===== src/hdl/sbcmr_pkg.sv =====
// Package with constants and types of the mode, interrupt, reset and wake-up controller
package sbcmr_pkg;
	typedef enum logic [2:0] {ST_RESET, ST_NREQ, ST_NORMAL, ST_STOP, ST_SLEEP} sbcmr_mode_type;
	// Mode select bit values written by the host
	localparam logic [1:0] MODE_SEL_NORMAL = 2'h0;
	localparam logic [1:0] MODE_SEL_STOP = 2'h1;
	localparam logic [1:0] MODE_SEL_SLEEP = 2'h2;
	// Interrupt source bit positions
	localparam int SRC_WAKE = 0;
	localparam int SRC_LOW_V = 1;
	localparam int SRC_HIGH_V = 2;
	localparam int SRC_PREWARN = 3;
	localparam int SRC_LIN = 4;
	localparam int SRC_HS_OT = 5;
	localparam int SRC_LS_OT = 6;
	localparam int SRC_WIDTH = 7;
	// Reset values
	localparam logic [6:0] MASK_RESET = 7'h7f;
	localparam logic [3:0] WAKE_EN_RESET = 4'h0;
	// Timing
	localparam int CLK_HZ = 25000000;
	localparam int RESET_EXT_US = 1000;
	localparam int NREQ_TIMEOUT_US = 150000;
	localparam int RESET_EXT_CYC = (CLK_HZ / 1000000) * RESET_EXT_US;
	localparam int NREQ_TIMEOUT_CYC = (CLK_HZ / 1000000) * NREQ_TIMEOUT_US;
	localparam int RST_FILTER_CYC = 4;
endpackage


===== src/hdl/sbcmr_ctrl.sv =====
// Operating-mode, interrupt, reset and wake-up controller
`timescale 1ns/1ps
// Overview of operation
// - Only the wake interrupt asserted while any wake-up source is still unread.
// - Stop mode interrupts only report wake-ups; Sleep mode raises none.
// - Interrupt line held low until host reads sources, then driven high.
// - Interrupts only in Normal, Normal Request, Stop, never with reset low.
// - Normal modes flag supply undervoltage and overvoltage interrupts.
// - Temperature prewarning raises an interrupt before regulator shutdown.
// - LIN thermal, stuck TXD, RXD short disable driver until cleared and read.
// - LIN over-current sets status flag and interrupt, driver stays enabled.
// - Separate high and low side thermal interrupts; sources maskable except wake-up.
// - Reset held while condition lasts, then at least 1.0 ms more.
// - Regulator output below reset threshold issues a reset.
// - Regulator over-temperature disables regulator and sets its flag.
// - Watchdog not serviced correctly in its open window resets the host.
// - Wake-up from Sleep runs a full power-up and reset sequence.
// - Filtered external reset low holds Reset-mode safe state, Stop included.
// - Released external reset adds no extension delay.
// - Low-power modes left on a wake-up or reset; only wake inputs need an enable, LIN, timer, CS do not.
// - Stop wake reported by interrupt; Sleep wake resets host; source readable.
// - Chip-select and external-reset wake-ups have no status bit.
// - Each wake input gated by its enable; input states reported.
// - Wake input routed to analog mux at low-power entry loses wake-up.
// - Normal Request uses fixed 150 ms timeout and LIN receive only.
// - Only high side switches cyclic-sense in Stop and Sleep; rest inactive.
// - Host selects operating mode by writing the two mode bits.
// - No Normal command within 150 ms Normal Request window returns to Reset.
module sbcmr_ctrl #(
	parameter int WAKE_INPUTS = 4,
	parameter int RESET_EXT_CYCLES = sbcmr_pkg::RESET_EXT_CYC,
	parameter int NREQ_CYCLES = sbcmr_pkg::NREQ_TIMEOUT_CYC
) (
	// Clock and reset
	input wire logic clk,
	input wire logic rst_b,
	// Host mode command and register accesses
	input wire logic mode_write,
	input wire logic [1:0] mode_select_bits,
	input wire logic source_read,
	input wire logic [6:0] interrupt_mask_reg,
	input wire logic [WAKE_INPUTS-1:0] wake_input_enable,
	input wire logic [WAKE_INPUTS-1:0] wake_mux_select,
	input wire logic wd_disabled,
	input wire logic wd_fail,
	// Analog monitors
	input wire logic supply_undervoltage,
	input wire logic supply_overvoltage,
	input wire logic temp_prewarn,
	input wire logic vdd_below_reset,
	input wire logic vdd_overtemp,
	// Fault inputs from the drivers and wake sources
	input wire logic lin_overtemp,
	input wire logic txd_stuck,
	input wire logic rxd_short,
	input wire logic lin_overcurrent,
	input wire logic hs_overtemp,
	input wire logic ls_overtemp,
	input wire logic [WAKE_INPUTS-1:0] wake_input,
	input wire logic lin_wake,
	input wire logic timer_wake,
	input wire logic cs_rise,
	// Reset pin, three signals
	input wire logic rst_pin_in,
	output logic rst_pin_out,
	output logic rst_pin_oe,
	// Interrupt pin, active low
	output logic irq_b,
	// Status to the host
	output logic [6:0] interrupt_source_reg,
	output logic [WAKE_INPUTS-1:0] wake_status_reg,
	output logic [WAKE_INPUTS-1:0] wake_source_reg,
	output logic lin_overcurrent_flag,
	output logic regulator_overtemp_flag,
	output logic [2:0] mode_state,
	// Function enables
	output logic vdd_enable,
	output logic vdd_low_power,
	output logic lin_tx_enable,
	output logic lin_rx_enable,
	output logic hs_cyclic_allowed,
	output logic peripherals_enable
);
	sbcmr_pkg::sbcmr_mode_type mode_r;
	logic [31:0] cnt_r;
	logic [2:0] filt_r;
	logic ext_rst;
	logic int_reset;
	logic [WAKE_INPUTS-1:0] wake_prev_r;
	logic [WAKE_INPUTS-1:0] wake_arm_r;
	logic [WAKE_INPUTS-1:0] wake_hit;
	logic wake_any;
	logic lin_fault_r;
	logic [6:0] events;
	logic irq_ok;
	logic irq_pending;

	assign ext_rst = (filt_r == 3'(sbcmr_pkg::RST_FILTER_CYC - 1)) && !rst_pin_in;
	// Internal reset causes; pin low from ourselves does not count as external
	assign int_reset = vdd_below_reset || vdd_overtemp
		|| (mode_r == sbcmr_pkg::ST_NORMAL && wd_fail && !wd_disabled);

	// Wake input edges gated by enable and by mux selection at entry
	genvar gi;
	generate
		for (gi = 0; gi < WAKE_INPUTS; gi++)
		begin : g_wake
			assign wake_hit[gi] = wake_arm_r[gi] && (wake_input[gi] != wake_prev_r[gi]);
		end
	endgenerate
	assign wake_any = (|wake_hit) || lin_wake || timer_wake;

	// Reset pin glitch filter
	always_ff @(posedge clk)
	begin
		if (!rst_b || rst_pin_oe || rst_pin_in)
			filt_r <= 3'h0;
		else if (filt_r != 3'(sbcmr_pkg::RST_FILTER_CYC - 1))
			filt_r <= filt_r + 3'h1;
	end

	// Mode state machine and its counter
	always_ff @(posedge clk)
	begin
		if (!rst_b)
		begin
			mode_r <= sbcmr_pkg::ST_RESET;
			cnt_r <= 32'h0;
		end
		else if (int_reset || (ext_rst && mode_r != sbcmr_pkg::ST_SLEEP))
		begin
			mode_r <= sbcmr_pkg::ST_RESET;
			cnt_r <= ext_rst ? 32'(RESET_EXT_CYCLES) : 32'h0;
		end
		else
		begin
			case (mode_r)
				sbcmr_pkg::ST_RESET:
				begin
					if (cnt_r >= 32'(RESET_EXT_CYCLES - 1))
					begin
						mode_r <= wd_disabled ? sbcmr_pkg::ST_NORMAL : sbcmr_pkg::ST_NREQ;
						cnt_r <= 32'h0;
					end
					else
						cnt_r <= cnt_r + 32'h1;
				end
				sbcmr_pkg::ST_NREQ:
				begin
					if (mode_write && mode_select_bits == sbcmr_pkg::MODE_SEL_NORMAL)
						mode_r <= sbcmr_pkg::ST_NORMAL;
					else if (cnt_r >= 32'(NREQ_CYCLES - 1))
					begin
						mode_r <= sbcmr_pkg::ST_RESET;
						cnt_r <= 32'h0;
					end
					else
						cnt_r <= cnt_r + 32'h1;
				end
				sbcmr_pkg::ST_NORMAL:
				begin
					cnt_r <= 32'h0;
					if (mode_write && mode_select_bits == sbcmr_pkg::MODE_SEL_STOP)
						mode_r <= sbcmr_pkg::ST_STOP;
					else if (mode_write && mode_select_bits == sbcmr_pkg::MODE_SEL_SLEEP)
						mode_r <= sbcmr_pkg::ST_SLEEP;
				end
				sbcmr_pkg::ST_STOP:
				begin
					if (wake_any || cs_rise)
						mode_r <= wd_disabled ? sbcmr_pkg::ST_NORMAL : sbcmr_pkg::ST_NREQ;
				end
				sbcmr_pkg::ST_SLEEP:
				begin
					if (wake_any)
					begin
						mode_r <= sbcmr_pkg::ST_RESET;
						cnt_r <= 32'h0;
					end
				end
				default:
					mode_r <= sbcmr_pkg::ST_RESET;
			endcase
		end
	end

	// Wake arming captured on entry to a low-power mode
	always_ff @(posedge clk)
	begin
		if (!rst_b)
			wake_arm_r <= '0;
		else if (mode_r == sbcmr_pkg::ST_NORMAL && mode_write
			&& mode_select_bits != sbcmr_pkg::MODE_SEL_NORMAL)
			wake_arm_r <= wake_input_enable & ~wake_mux_select;
		else if (mode_r != sbcmr_pkg::ST_STOP && mode_r != sbcmr_pkg::ST_SLEEP)
			wake_arm_r <= '0;
	end

	always_ff @(posedge clk)
	begin
		if (!rst_b)
		begin
			wake_prev_r <= '0;
			wake_status_reg <= '0;
		end
		else
		begin
			wake_prev_r <= wake_input;
			wake_status_reg <= wake_input;
		end
	end

	// Wake source capture; CS and external reset wakes leave no bit
	always_ff @(posedge clk)
	begin
		if (!rst_b)
			wake_source_reg <= '0;
		else if ((mode_r == sbcmr_pkg::ST_STOP || mode_r == sbcmr_pkg::ST_SLEEP) && |wake_hit)
			wake_source_reg <= wake_source_reg | wake_hit;
		else if (source_read)
			wake_source_reg <= '0;
	end

	// Event detection per source, filtered by mode
	always_comb
	begin
		events = '0;
		if (mode_r == sbcmr_pkg::ST_STOP)
			events[sbcmr_pkg::SRC_WAKE] = wake_any;
		if (mode_r == sbcmr_pkg::ST_NORMAL || mode_r == sbcmr_pkg::ST_NREQ)
		begin
			events[sbcmr_pkg::SRC_LOW_V] = supply_undervoltage;
			events[sbcmr_pkg::SRC_HIGH_V] = supply_overvoltage;
			events[sbcmr_pkg::SRC_PREWARN] = temp_prewarn;
			events[sbcmr_pkg::SRC_LIN] = lin_overtemp || txd_stuck || rxd_short
				|| lin_overcurrent;
			events[sbcmr_pkg::SRC_HS_OT] = hs_overtemp;
			events[sbcmr_pkg::SRC_LS_OT] = ls_overtemp;
		end
	end

	// Sticky sources; new event wins over the read clear
	always_ff @(posedge clk)
	begin
		if (!rst_b)
			interrupt_source_reg <= '0;
		else
			interrupt_source_reg <= (source_read ? 7'h0 : interrupt_source_reg) | events;
	end

	always_ff @(posedge clk)
	begin
		if (!rst_b)
			lin_overcurrent_flag <= 1'b0;
		else if (lin_overcurrent)
			lin_overcurrent_flag <= 1'b1;
		else if (source_read)
			lin_overcurrent_flag <= 1'b0;
	end

	always_ff @(posedge clk)
	begin
		if (!rst_b)
			regulator_overtemp_flag <= 1'b0;
		else if (vdd_overtemp)
			regulator_overtemp_flag <= 1'b1;
		else if (source_read)
			regulator_overtemp_flag <= 1'b0;
	end

	// LIN driver latch-off until fault gone and acknowledged
	always_ff @(posedge clk)
	begin
		if (!rst_b)
			lin_fault_r <= 1'b0;
		else if (lin_overtemp || txd_stuck || rxd_short)
			lin_fault_r <= 1'b1;
		else if (source_read)
			lin_fault_r <= 1'b0;
	end

	// Interrupt pin; an unread wake source lets only the wake interrupt through
	assign irq_ok = (mode_r == sbcmr_pkg::ST_NORMAL || mode_r == sbcmr_pkg::ST_NREQ
		|| mode_r == sbcmr_pkg::ST_STOP) && rst_pin_in && !rst_pin_oe;
	assign irq_pending = (wake_source_reg != '0) ? interrupt_source_reg[sbcmr_pkg::SRC_WAKE]
		: |(interrupt_source_reg & (interrupt_mask_reg | 7'h01));
	always_ff @(posedge clk)
	begin
		if (!rst_b)
			irq_b <= 1'b1;
		else if (source_read)
			irq_b <= 1'b1;
		else if (irq_ok && irq_pending)
			irq_b <= 1'b0;
		else if (!irq_ok)
			irq_b <= 1'b1;
	end

	// Reset pin and function enables
	always_ff @(posedge clk)
	begin
		if (!rst_b)
		begin
			rst_pin_out <= 1'b0;
			rst_pin_oe <= 1'b1;
			vdd_enable <= 1'b0;
			vdd_low_power <= 1'b0;
			lin_tx_enable <= 1'b0;
			lin_rx_enable <= 1'b0;
			hs_cyclic_allowed <= 1'b0;
			peripherals_enable <= 1'b0;
			mode_state <= 3'h0;
		end
		else
		begin
			rst_pin_out <= 1'b0;
			// An external reset preloads the counter, so its release drives no extra low
			rst_pin_oe <= (mode_r == sbcmr_pkg::ST_RESET && !ext_rst
				&& cnt_r < 32'(RESET_EXT_CYCLES)) || int_reset;
			vdd_enable <= mode_r != sbcmr_pkg::ST_SLEEP && !vdd_overtemp;
			vdd_low_power <= mode_r == sbcmr_pkg::ST_STOP;
			lin_tx_enable <= mode_r == sbcmr_pkg::ST_NORMAL && !lin_fault_r
				&& !(lin_overtemp || txd_stuck || rxd_short);
			lin_rx_enable <= mode_r != sbcmr_pkg::ST_RESET;
			hs_cyclic_allowed <= mode_r == sbcmr_pkg::ST_STOP
				|| mode_r == sbcmr_pkg::ST_SLEEP;
			peripherals_enable <= mode_r == sbcmr_pkg::ST_NORMAL
				|| mode_r == sbcmr_pkg::ST_NREQ;
			mode_state <= mode_r;
		end
	end
endmodule


===== config.mk =====
export PLATFORM = sky130hd
export DESIGN_NAME = sbcmr_ctrl
export DESIGN_NICKNAME = d
export VERILOG_FILES = /design/src/hdl/sbcmr_pkg.sv /design/src/hdl/sbcmr_ctrl.sv
export SDC_FILE = /design/constraint.sdc
export NUM_CORES = 1
export LEC_CHECK = 0
export BUFFER_PORTS_ARGS = -buffer_cell sky130_fd_sc_hd__buf_2
export CORE_MARGIN = 4
export CORE_UTILIZATION = 40
export DETAILED_ROUTE_END_ITERATION = 8
export GPL_TIMING_DRIVEN = 0
export SLEW_MARGIN = 30
export SYNTH_ARGS = -nofsm -noshare
export SYNTH_HDL_FRONTEND = slang
export SYNTH_SLANG_ARGS = --single-unit

===== constraint.sdc =====
create_clock -name clk -period 2.5 [get_ports clk]
set_input_delay 0.375 -clock clk [delete_from_list [all_inputs] [get_ports clk]]
set_output_delay 0.375 -clock clk [all_outputs]
set_load 0.01 [all_outputs]

==> metrics.md, run 1 <==
| Metric | Value |
|---|---|
| Status | complete, no violations |
| CTS tree | yes |
| Leading cell types in the layout, fill and taps excluded | buf_2, dfxtp_1, nand2_1 |
| Detailed Routing Iterations Pass 1 | 4 |
| Prevailing post-synth register cell | dfxtp_1 |
| Initial antenna violation count | 0 |
| I/O Buffers | 67 |
| RSZ-0062 raised after global routing | false |
| Clock Skew | 7.35 ps |
| FF-to-FF Start | cnt_r[24] |
| Via Count | 3,347 |
| DRC | 0 |
| First-pass GRT wire length | 14,800 um |
| Mux cell area share after synthesis | 0.902% |
| Clk root buf | clkbuf_8 |
| Crit path max fanout | 10 |
| Worst-Margin Slew | 722 ps |
| Min-delay worst type | in2reg |
| Cell Area, Synth | 3470 sq um |
| Synth Instances | 412 |
| Syn Area/Cell | 8.42 sq um |
| Vias in the first global route | 3,036 |
| Crit end category | flop |
| Final Core Density | 50.4% |
| Fillers | 832 |
| Hold_sp | vdd_overtemp |
| # setup viols final | 0 |
| Fin crit period | 2380 ps |
| Yosys reg bits | 71 |
| Total wire length | 9330 um |
| CTS Hold Bufs | 0 |
| Largest net degree at the start of global routing | 14 |
| WL/cell | 15.6 um |
| Nets | 535 |
| Max-cap viol count | 0 |
| Final HPWL from detailed placement | 6780 um |
| Commonest non-fill, non-tap cell in the layout | buf_2 |
| Core area | 8340 sq um |
| Largest family of logic cells by synthesized area | simple AND/OR/NAND/NOR gates |
| Die footprint | 10,200 sq um |
| Row count | 33 |
| Clock Sinks | 71 |
| Share of layout cells above drive strength 1 | 27.7% |
| Fmax | 420 MHz |
| Clk buf depth | 2 |
| PD cells | 531 nW/um^2 |
| Lkg Pwr | 1.68 nW |
| Die Y | 101 um |
| Worst slack, placed | -156 ps |
| Final hold viol count | 0 |
| Period Utilization, post-route | 95.2% |
| # IOs | 71 |
| Die Span X | 101 um |
| Max reg flops | 32 |
| Final setup margin | 119 ps |
| Worst Setup Start Kind | flop |
| Post-synth EDFFs | 0 |
| Synthesized Nets | 457 |
| Post-Synth Adder-Cell Area | 1.08% |
| Slew Viols, Final | 0 |
| Routability cong. | 0.849 |
| Initial Util | 41.6% |
| Detail Route Antenna Nets | 0 |
| Total global-route track usage | 18.2% |
| Vias per inst | 5.58 |
| Simple-gate area share of the yosys netlist | 28.3% |
| Worst endpoint required time | 2790 ps |
| Seq/Total Area, Yosys | 41.0% |
| Async SR Flop Fraction | 0% |
| VDD IR max | 0.000340 V |
| Unique masters post-synth | 64 |
| Yosys warns | 0 |
| Number of setup buffers added after CTS | 0 |
| Clk_lat worst skew | 360 ps |
| Compound-Gate Fraction of Synth Area | 21.7% |
| Synth Area in XOR/XNOR | 2.02% |
| N_diodes | 0 |
| H-tree depth | 3 |
| Crit path kind | reg2reg |
| Cts bufs inserted | 9 |
| Clock transition at path regs | 80 ps |
| Worst EP arrival | 2670 ps |
| GRT overflow | 0 |
| 1st-iter DRT viols | 106 |
| Beginning of the critical path | cnt_r[24] |
| Synth-to-Final Area Change | 21.3% |
| Relative slew slack | 51.5% |
[routing by layer]
| layer | global-route usage [%] | up-vias | wire length, um |
|---|---|---|---|
| met5 | 0 | - | 0 |
| met4 | 4.60 | 0 | 107 |
| met3 | 4.64 | 11 | 671 |
| met2 | 28.9 | 96 | 4290 |
| met1 | 24.6 | 1574 | 4260 |
| li1 | - | 1666 | - |
[cell families after synthesis]
kind of cell	count (synthesis)
and+or+nand+nor	190
buffers and inverters	36
muxes	3
adders and majority gates	3
AOI/OAI and AO/OA	100
DFF	71
other	1
xor gates and xnor gates	8
[area by class of cell]
cell class / instances / area (sq um) / share of cell area, %
Sequential cell: 71 / 1420 / 33.8
Inverter: 11 / 41.3 / 0.982
Buffer: 25 / 139 / 3.30
Clock buffer: 11 / 141 / 3.36
Tap cell: 105 / 131 / 3.13
Timing Repair Buffer: 67 / 335 / 7.98
Clock inverter: 5 / 63.8 / 1.52
Multi-Input combinational cell: 305 / 1930 / 45.9
[where the power goes]
part | total (mW) | switching (mW) | internal, mW
sequential | 1.14 | 0.00511 | 1.14
clock | 0.967 | 0.469 | 0.497
combinational | 0.124 | 0.0727 | 0.0509
[final timing paths]
| kind | endpoint | slack [ps] | cells after the start |
|---|---|---|---|
| max | cnt_r[5] | 120 | 8 |
| min | vdd_enable | 220 | 2 |
| max reg2reg | cnt_r[5] | 120 | 8 |
| min reg2reg | lin_tx_enable | 430 | 1 |
[metrics by stage]
stage | setup TNS [ps] | total power [mW] | instances | area (sq um) | hold WS [ps]
global route | 0 | 2.31 | 600 | 4200 | 221
CTS | 0 | 2.25 | 600 | 4150 | 198
floorplan | 0 | 1.23 | 412 | 3470 | 400
global placement | -1570 | 1.29 | 584 | 3930 | 414
finish | 0 | 2.23 | 600 | 4200 | 223
detailed placement | -1220 | 1.29 | 584 | 3930 | 425
[worst max-delay path, cell delays in order (launching register included)]
cell	delay, ps
dfxtp_1	340
nor4_1	300
nand3_1	170
a311o_1	390
or3_4	390
a21oi_4	310
buf_8	210
o21ai_2	70
a21oi_2	120
[timing repair]
action                     4_1_cts  5_1_grt
setup endpoints to repair       10       25
pin swaps                        0        3
resized for setup                3       15
[cell usage after synthesis (all sizes together) (2+ instances only)]
cell | number | share of area [%]
nor2b | 2 | 0.36
nor4 | 10 | 1.8
nand2 | 42 | 4.8
inv | 11 | 1.2
a211oi | 4 | 1.0
a21oi | 28 | 4.9
nor4b | 2 | 0.51
or4 | 2 | 0.54
o21ai | 23 | 4.4
ha | 3 | 1.1
and3 | 15 | 2.7
and2 | 10 | 1.8
nor3 | 16 | 2.3
nand4 | 4 | 0.72
a22o | 6 | 1.5
or3 | 5 | 1.0
clkbuf | 11 | 1.2
dfxtp | 71 | 41
nand3 | 34 | 4.9
or4b | 2 | 0.58
a32o | 4 | 1.2
a32oi | 4 | 1.0
and4 | 2 | 0.51
o31ai | 2 | 0.83
xor2 | 6 | 1.5
nor2 | 37 | 4.0
a31oi | 13 | 2.3
o21a | 2 | 0.43
or2 | 2 | 0.36
nor3b | 3 | 0.79
mux2i | 2 | 0.58
a22oi | 5 | 1.1
xnor2 | 2 | 0.51
buf | 14 | 2.6
(Power assumes the default switching activity.)
==> inputs of run 2 (changes only) <==
==> constraint.sdc (replaced) <==
create_clock -name clk -period 2.65 [get_ports clk]
set_input_delay 0.3975 -clock clk [delete_from_list [all_inputs] [get_ports clk]]
set_output_delay 0.3975 -clock clk [all_outputs]
set_load 0.01 [all_outputs]
==> metrics.md, run 2 (synthesized netlist as in run 1, its figures left out) <==
| Metric | Value |
|---|---|
| Total global-route track usage | 18.1% (was 18.2%) |
| Vias per inst | 5.56 (was 5.58) |
| CTS resizes | 0 (was 3) |
| CTS Hold Bufs | 0 (unchanged) |
| Slew Viols, Final | 0 (unchanged) |
| Final hold viol count | 0 (unchanged) |
| Max-cap viol count | 0 (unchanged) |
| Die Span X | 101 um (unchanged) |
| Largest net degree at the start of global routing | 14 (unchanged) |
| Crit end category | flop (unchanged) |
| Fin crit period | 2470 ps (was 2380 ps) |
| Core area | 8340 sq um (unchanged) |
| I/O Buffers | 67 (unchanged) |
| 1st-iter DRT viols | 114 (was 106) |
| Worst Setup Start Kind | flop (unchanged) |
| Worst EP arrival | 2690 ps (was 2670 ps) |
| Final HPWL from detailed placement | 6780 um (unchanged) |
| Clock transition at path regs | 80 ps (about the same) |
| PD cells | 505 nW/um^2 (was 531 nW/um^2) |
| Leading cell types in the layout, fill and taps excluded | buf_2, dfxtp_1, nand2_1 (unchanged) |
| Sw Ratio | 24.5% (about the same) |
| Clk_lat worst skew | 360 ps (about the same) |
| R2R cell count | 9 (was 8) |
| Crit path max fanout | 10 (unchanged) |
| Sequential power share | 51.2% (about the same) |
| Initial Util | 41.6% (unchanged) |
| Vias in the first global route | 3,028 (was 3,036) |
| Gate power share | 5.5% (about the same) |
| WL/cell | 15.5 um (was 15.6 um) |
| Fillers | 834 (was 832) |
| Delay-heaviest family, CP | simple AND/OR/NAND/NOR gates (was compound AO/OA/AOI/OAI gates) |
| Routability cong. | 0.849 (unchanged) |
| Min-delay worst type | in2reg (unchanged) |
| Status | complete, no violations (unchanged) |
| Worst-Margin Slew | 728 ps (was 722 ps) |
| Detailed Routing Iterations Pass 1 | 5 (was 4) |
| Die Y | 101 um (unchanged) |
| Relative slew slack | 51.1% (was 51.5%) |
| Critical path buffer and inverter count | 1 (unchanged) |
| RSZ-0062 raised after global routing | false (unchanged) |
| Cts bufs inserted | 9 (unchanged) |
| DRC | 0 (unchanged) |
| N_diodes | 0 (unchanged) |
| Crit path kind | reg2reg (unchanged) |
| Clock Skew | 6.64 ps (was 7.35 ps) |
| Detail Route Antenna Nets | 0 (unchanged) |
| Clock share of power | 43.3% (about the same) |
| Max reg flops | 32 (unchanged) |
| Worst min-delay path endpoint | vdd_enable (unchanged) |
| Sw Pwr | 0.515 mW (was 0.547 mW) |
| Crit path largest cell delay | 460 ps (was 390 ps) |
| Final total power | 2.10 mW (was 2.23 mW) |
| VDD IR max | 0.000269 V (was 0.000340 V) |
| Hold path depth | 2 (unchanged) |
| Total wire length | 9300 um (was 9330 um) |
| Worst endpoint required time | 2870 ps (was 2790 ps) |
| Via Count | 3,334 (was 3,347) |
| # setup viols final | 0 (unchanged) |
| Crit-path cells | ha_2, nand3_1, or4_4, a2111oi_4, or3_4, a21oi_4, buf_6, o21ai_2, a21oi_2 (was nor4_1, nand3_1, a311o_1, or3_4, a21oi_4, buf_8, o21ai_2, a21oi_2) |
| Initial antenna violation count | 0 (unchanged) |
| H-tree depth | 3 (unchanged) |
| Die footprint | 10,200 sq um (unchanged) |
| Worst path slowest cell | or4_4 (was a311o_1) |
| Hold WS | 232 ps (was 223 ps) |
| Worst R2R End | cnt_r[8] (was cnt_r[5]) |
| R2R Setup Slk | 180 ps (was 120 ps) |
| Row count | 33 (unchanged) |
| First-pass GRT wire length | 14,700 um (was 14,800 um) |
| Number of setup buffers added after CTS | 0 (unchanged) |
| Final TNS setup | 0 ps (unchanged) |
| Fmax | 406 MHz (was 420 MHz) |
| Clk buf depth | 2 (unchanged) |
| FF-to-FF Start | cnt_r[0] (was cnt_r[24]) |
| Hold_sp | vdd_overtemp (unchanged) |
| # IOs | 71 (unchanged) |
| Period Utilization, post-route | 93.0% (was 95.2%) |
| Share of layout cells above drive strength 1 | 26.3% (was 27.7%) |
| Pint | 1.59 mW (was 1.69 mW) |
| Nets | 535 (unchanged) |
| Lkg Pwr | 1.66 nW (was 1.68 nW) |
| CTS tree | yes (unchanged) |
| GRT overflow | 0 (unchanged) |
| Commonest non-fill, non-tap cell in the layout | buf_2 (unchanged) |
| Clk root buf | clkbuf_8 (unchanged) |
| Synth-to-Final Area Change | 20.1% (was 21.3%) |
| Clock Sinks | 71 (unchanged) |
## run 2: worst register-to-register path, stage by stage, from the launching register on
cell       delay, ps
dfxtp_1          400
ha_2             260
nand3_1          120
or4_4            460
a2111oi_4        410
or3_4            240
a21oi_4          110
buf_6            210
o21ai_2           70
a21oi_2           60
## run 2: area by class of cell
class,instances,area (sq um),share of cell area (%)
multi-input combinational,305,1900,45.5
sequential,71,1420,34.1
timing repair buffer,67,335,8.06
clock buffer,11,141,3.40
buffer,25,133,3.19
tap,105,131,3.16
clock inverter,5,63.8,1.53
inverter,11,41.3,0.992
## run 2: through the flow
stage                     utilization [%]  instance area (sq um)  worst slack, ps  instances
after floorplan                         -                   3470              449        412
after global placement               47.2                   3930            -77.2        584
after detailed placement             47.2                   3930            -28.0        584
after CTS                            49.6                   4140             10.9        600
after global routing                 49.9                   4160             18.5        600
final                                49.9                   4160              185        600
## run 2: routing by layer
layer,up-vias,GRT usage [%],part of all wire [%]
met4,0,4.60,1.7
met5,-,0,0
met1,1549,24.5,45
li1,1662,-,-
met3,13,4.64,8.6
met2,110,29.0,45
## run 2: worst max path at each step
stage	start	to	slack [ps]	depth (start not counted)
after global placement	wake_input[1]	cnt_r[8]	-80	9
after global routing	mode_r[1]	cnt_r[13]	20	9
after detailed placement	wake_input[3]	cnt_r[8]	-30	9
after floorplan	cnt_r[0]	cnt_r[5]	450	9
final	cnt_r[0]	cnt_r[8]	180	9
after CTS	mode_r[1]	cnt_r[13]	10	9
## run 2: power groups by stage
stage | combinational, mW | clock [mW] | sequential, mW
after floorplan | 0.0532 | 0 | 1.11
after global placement | 0.113 | 0 | 1.10
after detailed placement | 0.114 | 0 | 1.10
after CTS | 0.114 | 0.932 | 1.08
after global routing | 0.127 | 0.975 | 1.08
final | 0.115 | 0.911 | 1.08
